### src/hw/ssp_pkg.sv
/*
 * Shared constants and types for the serial slave port with paged register access.
 * Assumes a single 200 MHz core clock and a register image reached one byte at a time.
 */
package ssp_pkg;

	// Register space shape.
	localparam int ADDR_W = 16;
	localparam int USER_SPACE_BIT = 15;
	localparam logic [6:0] DEV_ADDR_DEFAULT = 7'h58;

	// Page register location and layout.
	localparam logic [15:0] PAGE_OFFSET_2B = 16'hfffc;
	localparam logic [7:0] PAGE_OFFSET_1B = 8'hfc;
	localparam logic [31:0] PAGE_RESET = 32'h0000_0000;
	localparam int PAGE_HI_LSB = 8;

	// Bit and byte counting.
	localparam logic [3:0] BYTE_BITS = 4'h8;
	localparam logic [3:0] BIT_LAST = 4'h7;
	localparam logic [1:0] OFF_LEN_1B = 2'h1;
	localparam logic [1:0] OFF_LEN_2B = 2'h2;

	// Timing: clock period, shortest serial clock low time and synchroniser latency.
	localparam int CLK_PERIOD_PS = 5000;
	localparam int SCL_LOW_MIN_NS = 130;
	localparam int SCL_LOW_MIN_CYC = (SCL_LOW_MIN_NS * 1000 + CLK_PERIOD_PS - 1) / CLK_PERIOD_PS;
	localparam int SYNC_STAGES = 2;
	localparam logic [1:0] STRAP_CAPTURE_CYC = 2'h2;

	// Protocol sequencer states, Gray coded along the usual path.
	typedef enum logic [2:0] {
		ST_IDLE = 3'b000,
		ST_ADDR = 3'b001,
		ST_ADDR_ACK = 3'b011,
		ST_RX = 3'b010,
		ST_RX_ACK = 3'b110,
		ST_TX = 3'b111,
		ST_TX_ACK = 3'b101,
		ST_SKIP = 3'b100
	} ssp_state_e;

	// Loader serial rates.
	typedef enum logic [1:0] {
		SPD_100K = 2'h0,
		SPD_400K = 2'h1,
		SPD_1M = 2'h2
	} ssp_speed_e;

	// Byte request towards the register image.
	typedef struct packed {
		logic [15:0] addr;
		logic [7:0] wdata;
		logic wr;
		logic rd;
	} ssp_regreq_s;

	// Slave port operating mode.
	typedef struct packed {
		logic i2cMode;
		logic twoByte;
		logic pinAddrEn;
		logic gpioA2En;
	} ssp_portcfg_s;

	// Stored bus address.
	typedef struct packed {
		logic valid;
		logic [6:0] addr;
	} ssp_busaddr_s;

	// Configuration loader options.
	typedef struct packed {
		logic enable;
		logic twoByte;
	} ssp_loadcfg_s;

endpackage

### src/hw/ssp_sync.sv
/*
 * Two flip-flop synchroniser for a group of independent levels.
 * Assumes each bit is a slow level; buses whose bits must move together do not belong here.
 */
`timescale 1ns/1ps
module ssp_sync #(
	parameter int WIDTH = 1,
	parameter logic [WIDTH-1:0] RESET_VAL = '0
) (
	// Clock and reset.
	input wire logic core_clk,
	input wire logic rst_n,
	// Levels in and out.
	input wire logic [WIDTH-1:0] asyncIn,
	output logic [WIDTH-1:0] syncOut
);

	logic [WIDTH-1:0] meta_reg;

	// The first stage feeds only the second, so metastability settles before use.
	always_ff @(posedge core_clk or negedge rst_n) begin
		if (!rst_n) begin
			meta_reg <= RESET_VAL;
			syncOut <= RESET_VAL;
		end else begin
			meta_reg <= asyncIn;
			syncOut <= meta_reg;
		end
	end

endmodule

### src/hw/ssp_serial_slave.sv
/*
 * Serial slave port with paged or full-offset register access, plus loader option outputs.
 * Assumes the register image answers a read strobe with data before the next clock edge and
 * that configuration inputs come from logic on core_clk.
 */
`timescale 1ns/1ps
module ssp_serial_slave (
	// Clock and reset.
	input wire logic core_clk,
	input wire logic rst_n,
	// Serial pins.
	input wire logic sclPin,
	input wire logic sdaIn,
	output logic sdaOut,
	output logic sdaOe,
	input wire logic selectOrAddr0Pin,
	input wire logic dinOrAddr1Pin,
	input wire logic addrGpioBit2,
	// Configuration from the register image.
	input wire logic resetSeqDone,
	input wire ssp_pkg::ssp_portcfg_s slavePortConfigField,
	input wire ssp_pkg::ssp_busaddr_s slaveBusAddrField,
	input wire ssp_pkg::ssp_loadcfg_s loaderPortConfigField,
	input wire logic [2:0] eepromRateOk,
	// Register image access.
	output ssp_pkg::ssp_regreq_s regReq,
	input wire logic [7:0] regRdData,
	// Status.
	output logic [31:0] pageSelect,
	output logic portBusy,
	// Loader options.
	output logic loaderBusReq,
	output logic loaderTwoByte,
	output ssp_pkg::ssp_speed_e loaderSpeed
);

	// The shortest low phase must leave room for synchroniser delay plus two cycles for edge detection and decision.
	if (ssp_pkg::SCL_LOW_MIN_CYC < ssp_pkg::SYNC_STAGES + 2) begin : g_rate_check
		$error("Core clock too slow for the fastest serial clock.");
	end

	// Synchronised pin levels.
	logic [4:0] pinSync;
	logic sclS;
	logic sdaS;
	logic addr0S;
	logic addr1S;
	logic gpioS;

	// Edge history and strap capture.
	logic sclPrev_reg;
	logic sdaPrev_reg;
	logic [1:0] capCnt_reg;
	logic a2Cap_reg;

	// Sequencer state.
	ssp_pkg::ssp_state_e state_reg;
	ssp_pkg::ssp_state_e state_next;
	logic [3:0] bitCnt_reg;
	logic [3:0] bitCnt_next;
	logic [7:0] shift_reg;
	logic [7:0] shift_next;
	logic rnw_reg;
	logic rnw_next;
	logic nack_reg;
	logic nack_next;
	logic [1:0] offIdx_reg;
	logic [1:0] offIdx_next;
	logic [15:0] ptr_reg;
	logic [15:0] ptr_next;
	logic [31:0] page_reg;
	logic [31:0] page_next;
	logic twoByte_reg;
	logic twoByte_next;
	logic sdaOe_reg;
	logic sdaOe_next;
	logic rdPend_reg;
	logic rdPend_next;
	ssp_pkg::ssp_regreq_s regReq_reg;
	ssp_pkg::ssp_regreq_s regReq_next;

	// Loader registers.
	logic loaderBusReq_reg;
	logic loaderTwoByte_reg;
	ssp_pkg::ssp_speed_e loaderSpeed_reg;
	ssp_pkg::ssp_speed_e loaderSpeed_next;

	// Pins enter through two flip-flops; idle bus lines rest high.
	ssp_sync #(
		.WIDTH(5),
		.RESET_VAL(5'h1f)
	) pinSyncInst (
		.core_clk(core_clk),
		.rst_n(rst_n),
		.asyncIn({sclPin, sdaIn, selectOrAddr0Pin, dinOrAddr1Pin, addrGpioBit2}),
		.syncOut(pinSync)
	);

	// Shared pin roles in bus mode.
	assign sclS = pinSync[4];
	assign sdaS = pinSync[3];
	assign addr0S = pinSync[2];
	assign addr1S = pinSync[1];
	assign gpioS = pinSync[0];

	// Bus conditions, sampled at the core rate which oversamples even a 1 MHz serial clock.
	logic sclRise;
	logic sclFall;
	logic startCond;
	logic stopCond;
	assign sclRise = sclS & ~sclPrev_reg;
	assign sclFall = ~sclS & sclPrev_reg;
	assign startCond = sclS & sclPrev_reg & sdaPrev_reg & ~sdaS;
	assign stopCond = sclS & sclPrev_reg & ~sdaPrev_reg & sdaS;

	// The port only talks once the reset sequence is over and bus mode is chosen.
	logic engaged;
	assign engaged = resetSeqDone & slavePortConfigField.i2cMode;

	// Bus address: stored value or default, optional strap bit 2, optional pin bits 1:0.
	logic [6:0] baseAddr;
	logic [6:0] strapAddr;
	logic [6:0] matchAddr;
	assign baseAddr = slaveBusAddrField.valid ? slaveBusAddrField.addr : ssp_pkg::DEV_ADDR_DEFAULT;
	assign strapAddr = slavePortConfigField.gpioA2En ? {baseAddr[6:3], a2Cap_reg, baseAddr[1:0]} : baseAddr;
	assign matchAddr = slavePortConfigField.pinAddrEn ? {strapAddr[6:2], addr1S, addr0S} : strapAddr;

	// Address decode for the current pointer.
	logic [15:0] effAddr;
	logic pageHit;
	logic userHit;
	logic [15:0] ptrInc;
	logic [1:0] offLen;
	logic [7:0] pageByte;
	logic [7:0] rdByte;
	assign effAddr = twoByte_reg ? ptr_reg : {page_reg[ssp_pkg::PAGE_HI_LSB +: 8], ptr_reg[7:0]};
	assign pageHit = twoByte_reg ? (ptr_reg[15:2] == ssp_pkg::PAGE_OFFSET_2B[15:2])
		: (ptr_reg[7:2] == ssp_pkg::PAGE_OFFSET_1B[7:2]);
	assign userHit = effAddr[ssp_pkg::USER_SPACE_BIT];
	// One-byte bursts stay inside their page; the host must not rely on crossing it.
	assign ptrInc = twoByte_reg ? ptr_reg + 16'h0001 : {ptr_reg[15:8], ptr_reg[7:0] + 8'h01};
	assign offLen = twoByte_reg ? ssp_pkg::OFF_LEN_2B : ssp_pkg::OFF_LEN_1B;
	assign pageByte = page_reg[{ptr_reg[1:0], 3'h0} +: 8];
	// Apart from the page register offsets, the lower half of the space reads as zero and ignores writes.
	assign rdByte = pageHit ? pageByte : (userHit ? regRdData : 8'h00);

	// Loader options are held while the reset sequence runs, then the bus is let go.
	assign loaderSpeed_next = eepromRateOk[2] ? ssp_pkg::SPD_1M
		: (eepromRateOk[1] ? ssp_pkg::SPD_400K : ssp_pkg::SPD_100K);

	// Protocol sequencer.
	always_comb begin
		state_next = state_reg;
		bitCnt_next = bitCnt_reg;
		shift_next = shift_reg;
		rnw_next = rnw_reg;
		nack_next = nack_reg;
		offIdx_next = offIdx_reg;
		ptr_next = ptr_reg;
		page_next = page_reg;
		twoByte_next = twoByte_reg;
		sdaOe_next = sdaOe_reg;
		rdPend_next = 1'b0;
		regReq_next = regReq_reg;
		regReq_next.wr = 1'b0;
		regReq_next.rd = 1'b0;
		// Read data is taken at the end of the strobe cycle and drives the first bit at once.
		if (rdPend_reg) begin
			shift_next = rdByte;
			sdaOe_next = ~rdByte[7];
		end
		if (!engaged) begin
			state_next = ssp_pkg::ST_IDLE;
			sdaOe_next = 1'b0;
		end else if (stopCond) begin
			state_next = ssp_pkg::ST_IDLE;
			sdaOe_next = 1'b0;
		end else if (startCond) begin
			// A repeated start keeps the pointer so a read follows an offset write.
			state_next = ssp_pkg::ST_ADDR;
			bitCnt_next = 4'h0;
			offIdx_next = 2'h0;
			sdaOe_next = 1'b0;
			twoByte_next = slavePortConfigField.twoByte;
		end else begin
			unique case (state_reg)
				ssp_pkg::ST_IDLE, ssp_pkg::ST_SKIP: begin
					sdaOe_next = 1'b0;
				end
				ssp_pkg::ST_ADDR: begin
					if (sclRise) begin
						shift_next = {shift_reg[6:0], sdaS};
						bitCnt_next = bitCnt_reg + 4'h1;
					end else if (sclFall && bitCnt_reg == ssp_pkg::BYTE_BITS) begin
						if (shift_reg[7:1] == matchAddr) begin
							state_next = ssp_pkg::ST_ADDR_ACK;
							sdaOe_next = 1'b1;
							rnw_next = shift_reg[0];
						end else begin
							state_next = ssp_pkg::ST_SKIP;
						end
					end
				end
				ssp_pkg::ST_ADDR_ACK: begin
					if (sclFall) begin
						bitCnt_next = 4'h0;
						sdaOe_next = 1'b0;
						if (rnw_reg) begin
							state_next = ssp_pkg::ST_TX;
							rdPend_next = 1'b1;
							regReq_next.addr = effAddr;
							regReq_next.rd = userHit & ~pageHit;
						end else begin
							state_next = ssp_pkg::ST_RX;
						end
					end
				end
				ssp_pkg::ST_RX: begin
					if (sclRise) begin
						shift_next = {shift_reg[6:0], sdaS};
						bitCnt_next = bitCnt_reg + 4'h1;
					end else if (sclFall && bitCnt_reg == ssp_pkg::BYTE_BITS) begin
						state_next = ssp_pkg::ST_RX_ACK;
						sdaOe_next = 1'b1;
						if (offIdx_reg < offLen) begin
							// Offset bytes arrive high byte first in two-byte mode.
							if (twoByte_reg && offIdx_reg == 2'h0) begin
								ptr_next[15:8] = shift_reg;
							end else begin
								ptr_next[7:0] = shift_reg;
							end
							offIdx_next = offIdx_reg + 2'h1;
						end else begin
							if (pageHit) begin
								page_next[{ptr_reg[1:0], 3'h0} +: 8] = shift_reg;
							end else if (userHit) begin
								regReq_next.addr = effAddr;
								regReq_next.wdata = shift_reg;
								regReq_next.wr = 1'b1;
							end
							ptr_next = ptrInc;
						end
					end
				end
				ssp_pkg::ST_RX_ACK: begin
					if (sclFall) begin
						state_next = ssp_pkg::ST_RX;
						sdaOe_next = 1'b0;
						bitCnt_next = 4'h0;
					end
				end
				ssp_pkg::ST_TX: begin
					if (sclFall) begin
						if (bitCnt_reg == ssp_pkg::BIT_LAST) begin
							state_next = ssp_pkg::ST_TX_ACK;
							sdaOe_next = 1'b0;
							ptr_next = ptrInc;
						end else begin
							shift_next = {shift_reg[6:0], 1'b0};
							sdaOe_next = ~shift_reg[6];
							bitCnt_next = bitCnt_reg + 4'h1;
						end
					end
				end
				ssp_pkg::ST_TX_ACK: begin
					if (sclRise) begin
						nack_next = sdaS;
					end else if (sclFall) begin
						bitCnt_next = 4'h0;
						// A not-acknowledge ends the read; the bus stays released until stop.
						if (nack_reg) begin
							state_next = ssp_pkg::ST_SKIP;
						end else begin
							state_next = ssp_pkg::ST_TX;
							rdPend_next = 1'b1;
							regReq_next.addr = effAddr;
							regReq_next.rd = userHit & ~pageHit;
						end
					end
				end
			endcase
		end
	end

	// Edge history and strap capture a fixed number of cycles after reset release.
	always_ff @(posedge core_clk or negedge rst_n) begin
		if (!rst_n) begin
			sclPrev_reg <= 1'b1;
			sdaPrev_reg <= 1'b1;
			capCnt_reg <= 2'h0;
			a2Cap_reg <= 1'b0;
		end else begin
			sclPrev_reg <= sclS;
			sdaPrev_reg <= sdaS;
			if (capCnt_reg != ssp_pkg::STRAP_CAPTURE_CYC) begin
				capCnt_reg <= capCnt_reg + 2'h1;
			end
			if (capCnt_reg == ssp_pkg::STRAP_CAPTURE_CYC - 2'h1) begin
				a2Cap_reg <= gpioS;
			end
		end
	end

	// Sequencer registers.
	always_ff @(posedge core_clk or negedge rst_n) begin
		if (!rst_n) begin
			state_reg <= ssp_pkg::ST_IDLE;
			bitCnt_reg <= 4'h0;
			shift_reg <= 8'h00;
			rnw_reg <= 1'b0;
			nack_reg <= 1'b0;
			offIdx_reg <= 2'h0;
			ptr_reg <= 16'h0000;
			page_reg <= ssp_pkg::PAGE_RESET;
			twoByte_reg <= 1'b0;
			sdaOe_reg <= 1'b0;
			rdPend_reg <= 1'b0;
			regReq_reg <= '0;
		end else begin
			state_reg <= state_next;
			bitCnt_reg <= bitCnt_next;
			shift_reg <= shift_next;
			rnw_reg <= rnw_next;
			nack_reg <= nack_next;
			offIdx_reg <= offIdx_next;
			ptr_reg <= ptr_next;
			page_reg <= page_next;
			twoByte_reg <= twoByte_next;
			sdaOe_reg <= sdaOe_next;
			rdPend_reg <= rdPend_next;
			regReq_reg <= regReq_next;
		end
	end

	// Loader option registers; the request drops as soon as the reset sequence ends.
	always_ff @(posedge core_clk or negedge rst_n) begin
		if (!rst_n) begin
			loaderBusReq_reg <= 1'b0;
			loaderTwoByte_reg <= 1'b0;
			loaderSpeed_reg <= ssp_pkg::SPD_100K;
		end else begin
			loaderBusReq_reg <= ~resetSeqDone & loaderPortConfigField.enable;
			loaderTwoByte_reg <= loaderPortConfigField.twoByte;
			loaderSpeed_reg <= loaderSpeed_next;
		end
	end

	// Status flop: the port is inside a transaction addressed to it.
	logic portBusy_reg;
	always_ff @(posedge core_clk or negedge rst_n) begin
		if (!rst_n) begin
			portBusy_reg <= 1'b0;
		end else begin
			portBusy_reg <= (state_next != ssp_pkg::ST_IDLE) && (state_next != ssp_pkg::ST_SKIP)
				&& (state_next != ssp_pkg::ST_ADDR);
		end
	end

	// The data line is open drain: the output level is always low, only the enable moves.
	logic sdaOut_reg;
	always_ff @(posedge core_clk or negedge rst_n) begin
		if (!rst_n) begin
			sdaOut_reg <= 1'b0;
		end else begin
			sdaOut_reg <= 1'b0;
		end
	end

	// Outputs come straight from flops.
	assign sdaOut = sdaOut_reg;
	assign sdaOe = sdaOe_reg;
	assign regReq = regReq_reg;
	assign pageSelect = page_reg;
	assign portBusy = portBusy_reg;
	assign loaderBusReq = loaderBusReq_reg;
	assign loaderTwoByte = loaderTwoByte_reg;
	assign loaderSpeed = loaderSpeed_reg;

endmodule

### config.mk
export PLATFORM = sky130hd
export DESIGN_NAME = ssp_serial_slave
export DESIGN_NICKNAME = d
export VERILOG_FILES = /design/src/hw/ssp_pkg.sv /design/src/hw/ssp_sync.sv /design/src/hw/ssp_serial_slave.sv
export SDC_FILE = /design/constraint.sdc
export NUM_CORES = 1
export LEC_CHECK = 0
export BUFFER_PORTS_ARGS = -buffer_cell sky130_fd_sc_hd__buf_4
export CAP_MARGIN = 20
export CORE_ASPECT_RATIO = 0.8
export CORE_MARGIN = 2
export CORE_UTILIZATION = 62
export CTS_BUF_LIST = sky130_fd_sc_hd__clkbuf_4 sky130_fd_sc_hd__clkbuf_8 sky130_fd_sc_hd__clkbuf_16
export DETAILED_ROUTE_END_ITERATION = 16
export PLACE_DENSITY_LB_ADDON = 0.1
export RECOVER_POWER = 25
export SYNTH_ARGS = -nofsm -noshare
export SYNTH_HDL_FRONTEND = slang
export SYNTH_SLANG_ARGS = --single-unit
### constraint.sdc
create_clock -name core_clk -period 5.2 [get_ports core_clk]
set_clock_uncertainty 0.15 [all_clocks]
set_input_delay 0.26 -clock core_clk [delete_from_list [all_inputs] [get_ports core_clk]]
set_output_delay 0.26 -clock core_clk [all_outputs]
set_load 0.1 [all_outputs]
**Word-level counts from Yosys, hierarchy flattened**

Index checks and enable logic that the tools add are counted.

- Word-level logic and storage cells: 219
- Bits of input ports: 33
- Bits in registers: 116
- Output and inout bits: 65

- Equality and inequality tests: 35
- Shift operators: 3
- $lt $le $gt $ge: 1
- Muxes and demuxes: 100
- Bitwise logic cells: 22
- $add $sub $neg: 6
- Reduce and logical (&&, ||, !) cells: 26

Operators with widths:

| kind | count |
|---|---|
| 16-bit 2-to-1 mux | 12 |
| 25-bit 2-to-1 mux | 5 |
| 8-bit 2-to-1 mux | 11 |
| 3-bit 2-to-1 mux | 16 |
| 16-bit one-hot mux with 3 select lines | 1 |
| 32-bit bitwise mux | 1 |
| 16-bit one-hot mux with 2 select lines | 1 |
| 8-bit by 7-bit variable shift with 32-bit output (first input constant) | 1 |
| 32-bit by 6-bit variable part select with 8-bit output | 1 |
| 8-bit by 7-bit variable part select with 32-bit output | 1 |
| 1-bit 2-to-1 mux | 28 |
| 9-bit AND reduction | 3 |
| 2-bit != test (second input constant) | 13 |
| 2-bit 2-to-1 mux | 12 |
| 4-bit 2-to-1 mux | 6 |
| 3-bit != test (second input constant) | 6 |
| 3-bit one-hot mux with 6 select lines | 1 |
| 16-bit by 1-bit adder with 16-bit output (second input constant) | 1 |
| 4-bit one-hot mux with 4 select lines | 1 |
| 8-bit one-hot mux with 2 select lines | 1 |
| 14-bit equality test (second input constant) | 1 |
| 14-bit AND reduction | 1 |
| 7-bit AND reduction | 2 |
| 3-bit equality test (second input constant) | 4 |
| 30 further kinds | 63 |

**Logic depth before layout (Yosys ltp)**

- Word-level depth: 14
- Depth in mapped cells: 13
- Gate-level depth less buffers: 8

**Hierarchy**

Synthesis repeated with hierarchy kept, for this count alone.

- Cell total of the unflattened synthesis: 606
- Area total of the unflattened synthesis: 5,964.5 um^2

By module, submodules not included:

| module | area an instance (um^2) | cells each | times used | sequential area each (um^2) |
|---|---|---|---|---|
| ssp_serial_slave | 5,701.7 | 596 | 1 | 2,655.0 |
| ssp_sync | 262.8 | 10 | 1 | 262.8 |

**Worst setup path after synthesis**

OpenSTA, ideal clock, no wires.

- Kind: flip-flop to flip-flop
- Start: register twoByte_reg
- End: register regReq_reg (netlist bit regReq[10])
- Period minus slack after synthesis: 2.496 ns
- Data required time: 4.924 ns
- Setup time: 0.126 ns
- Arrival time: 2.220 ns
- Stages on the path, launching flop included: 11
- Buffers on the path: 3
- Setup slack: 2.704 ns
- Cell sequence: dfrtp_1 -> buf_4 -> clkbuf_1 -> inv_1 -> ha_1 -> o21ai_1 -> nand2b_1 -> nand4_2 -> a21oi_4 -> buf_6 -> mux2_4

- Cells in the longest elaborated chain, start to end: 4
- Elaborated cells on any way between the ends: 8
- Those cells by class: 1 x order compare; 3 x eq/ne; 3 x mux; 1 x reduce/logical

Ends and longest elaborated chain:

| what | line | text |
|---|---|---|
| from (decl) | ssp_serial_slave.sv:73 | `logic twoByte_reg;` |
| from (signal assigned) | ssp_serial_slave.sv:328 | `twoByte_reg <= twoByte_next;` |
| 2-bit 2-to-1 mux | ssp_serial_slave.sv:142 | `assign offLen = twoByte_reg ? ssp_pkg::OFF_LEN_2B : ssp_pkg::OFF_LEN_1B;` |
| 2-bit < comparator | ssp_serial_slave.sv:225 | `if (offIdx_reg < offLen) begin` |
| 2-bit != test (no line) | n/a |  |
| 14-bit AND reduction (no line) * | n/a |  |
| to (signal assigned) | ssp_serial_slave.sv:331 | `regReq_reg <= regReq_next;` |
| to (decl) | ssp_serial_slave.sv:79 | `ssp_pkg::ssp_regreq_s regReq_reg;` |

Mark *: on every way between the ends. The rest lies on a longest branch, timed or not.
A chain may end at the register's enable or synchronous reset.

==> summary.txt <==
Largest net degree at the start of global routing = 66
Nets = 765
Core area = 0.01016 mm^2
Setup_tns = 0 ps
Initial Util = 0.6300
Worst setup margin = 1435 ps
Max reg flops = 32
Arrival time at the worst endpoint = 4110 ps
Final Util = 0.7625
Post-Layout Cell Count = 874
Yosys warnings = 0
Clock Root Buffer = clkbuf_16
Clock slew at reported path FFs = 60 ps
Final Hold Viols = 0
Row cnt = 33
Cells resized by post-CTS repair = 0
Synth Area per Inst = 10.19 um^2
Hold path cells = 4
Chip height = 94.87 um
Worst Hold Slack = 137.9 ps
Most numerous cell in the Yosys netlist = nand2_1
Post-synthesis cell count = 628
Period minus WS final = 3765 ps
CTS Buffer Depth = 2
Library cells used by synthesis = 85
Drt initial violations = 503
Final Cycle Share = 0.7240
GRT Residual Overflow = 0
Area delta synth->final = 21.04%
Commonest cells in the synthesized netlist = 111 x nand2_1, 104 x dfrtp_1, 33 x nor2_1
Share of flip-flops with an asynchronous set or reset = 1.000
CTS tree = built
Post-detail-place hpwl = 11310 um
Dpl cell area = 0.007064 mm^2
GPL Wtd Cong = 0.9076
Worst EP required = 5540 ps
Drt first pass iters = 8
Ratio of cells with drive above 1 in the final layout = 0.2920
Failing checks = capacitance limit, slew limit
Vias in the first global route = 5220
Vias per cell = 6.214
Mapped Nets = 673
Pre-CTS setup slack = 1650 ps
Status = complete, but fails checks
Clk sinks = 116
Top Family by Delay on Critical Path = buffers and inverters
Final non-filler cell area = 0.007745 mm^2
Relative slew slack = -1.299
Worst Hold Class = in -> reg
First-pass GRT wire length = 26640 um
Maximum operating frequency = 265.6 MHz
Clock Latency Late Sink = 420 ps
#FFs+latches synth = 116
Global-route usage over all layers = 0.3102
Power per standard cell area = 298.3 mW/mm^2
Post-CTS setup buffers = 0
WL/cell = 19.06 um
Cells along the critical path = dlygate4sd3_1, clkbuf_1, buf_4
Area of the multi-input gates = 0.003187 mm^2
Wirelength, routed = 16660 um
I/O pin total = 98
VDD IR max = 0.1912 mV
CP endpoint kind = asynchronous set/reset pin
Final ANT Viol Nets = 0
CTS Buf Count = 17
Number of max-slew violations in the final report = 66
Actual slew at the worst max-slew pin = 3448 ps
# setup viols final = 0
Critical path buffers and inverters = 3
Die ar. = 0.01115 mm^2
Vias post-DR = 5431
Cell count of the worst reg-to-reg path = 8
Critical path class = in -> async
CTS H-tree lvls = 4
Max-cap violation count = 1
Largest cells by area after synthesis = dfrtp_1 41%, nand2_1 6.5%, dfstp_2 4.9%, mux2_2 4.2%, mux4_2 2.8%
Filler cells = 689
Reg area = 0.002918 mm^2
Leakage = 3.487 nW
DRC violations left = 0
Tot Pwr = 2.310 mW
Post-synth top area share = 0.4067
Slowest stage delay, CP = 2420 ps
Crit path launch type = input port
Top_reg_cell synth = dfrtp_1
Sequential area share after synthesis = 0.4560
Levels on crit path = 3
Flop2flop setup slack = 1530 ps
Number of synthesized flops with an enable pin = 0
Synthesized cell area = 0.006399 mm^2
Inst Count DP = 828
Chip width = 117.6 um
Port buffer count = 95
Crit path max fanout = 65
Slowest cell on crit path = clkbuf_1
Initial antenna violation count = 1
Unrepaired setup endpoints after global routing = false
Leading area contributor after synthesis = dfrtp_1
[logic make-up (layout without fill, tap and decap cells)]
group / count (synthesis) / count (layout) / synth area share
buffers and inverters: 53 / 158 / 0.04595
multiplexers: 52 / 52 / 0.1101
adder cells (fa/ha/maj): 12 / 12 / 0.02346
AO/OA/AOI/OAI: 152 / 152 / 0.1635
other: 1 / 2 / 0.0005861
flip-flops: 116 / 116 / 0.4560
AND/OR/NAND/NOR: 233 / 233 / 0.1881
XOR/XNOR: 9 / 9 / 0.01232
[per-layer routing]
layer / vias to the layer above / wire length, um / track usage / part of all wire
met5: - / 0 / 0 / 0
met4: 0 / 389 / 0.1185 / 0.023
met3: 46 / 1736 / 0.09179 / 0.10
met2: 306 / 7602 / 0.4922 / 0.46
met1: 2637 / 6931 / 0.4086 / 0.42
li1: 2442 / - / - / -
[cell type report]
type                       instances  area share
multi-input combinational        459      0.4115
inverter                          17    0.008239
timing repair buffer             109      0.1087
clock buffer                      18     0.05670
antenna                            1   0.0003231
clock inverter                    14     0.01519
sequential                       116      0.3767
tap                              140     0.02262
[power by group]
part | internal, mW | switching, mW
combinational | 0.0879 | 0.162
clock | 0.634 | 0.467
sequential | 0.924 | 0.0358
[repair_timing]
item                       4_1_cts  5_1_grt
hold endpoints to repair        68        0
setup endpoints to repair        0        0
hold buffers                    12        0
[worst reg2reg max path, delay by kind of cell, from the launching register on]
kind,cells,cell delay [ps]
compound gates,3,390
fa+ha+maj,1,300
buf+inv,1,140
flops,1,870
simple gates,3,1710
[cells in the final DEF (no fill, tap or decap), drive strengths merged, types with 3 or more instances in the layout]
cell type      n
nand2        112
o22ai          6
clkinvlp       3
nand3b         3
dlygate4sd3   12
mux4           8
buf           88
xnor2          7
a2bb2oi        3
ha            12
clkinv         4
clkbuf        27
nor4           5
inv           24
a31o           5
o211ai         3
nor3b          4
nand4          9
nand3         23
nor3           7
o21ai         57
a21o           3
a21oi         28
nand2b         6
nor2b          9
mux2i          4
and2           6
dfrtp        104
and3           4
a31oi         14
nor2          36
o31ai          4
o22a           5
mux2          40
dfstp         12
[final timing paths]
path | from | to
setup / recovery | rst_n | shift_reg[1]
hold / removal | regRdData[0] | shift_reg[0]
setup reg to reg | twoByte_reg | ptr_reg[15]
hold reg to reg | pinSyncInst.meta_reg[2] | pinSyncInst.syncOut[2]
max in group core_clk | twoByte_reg | ptr_reg[15]
min in group asynchronous | rst_n | regReq[15]
Power figures use the tool's default switching activity.
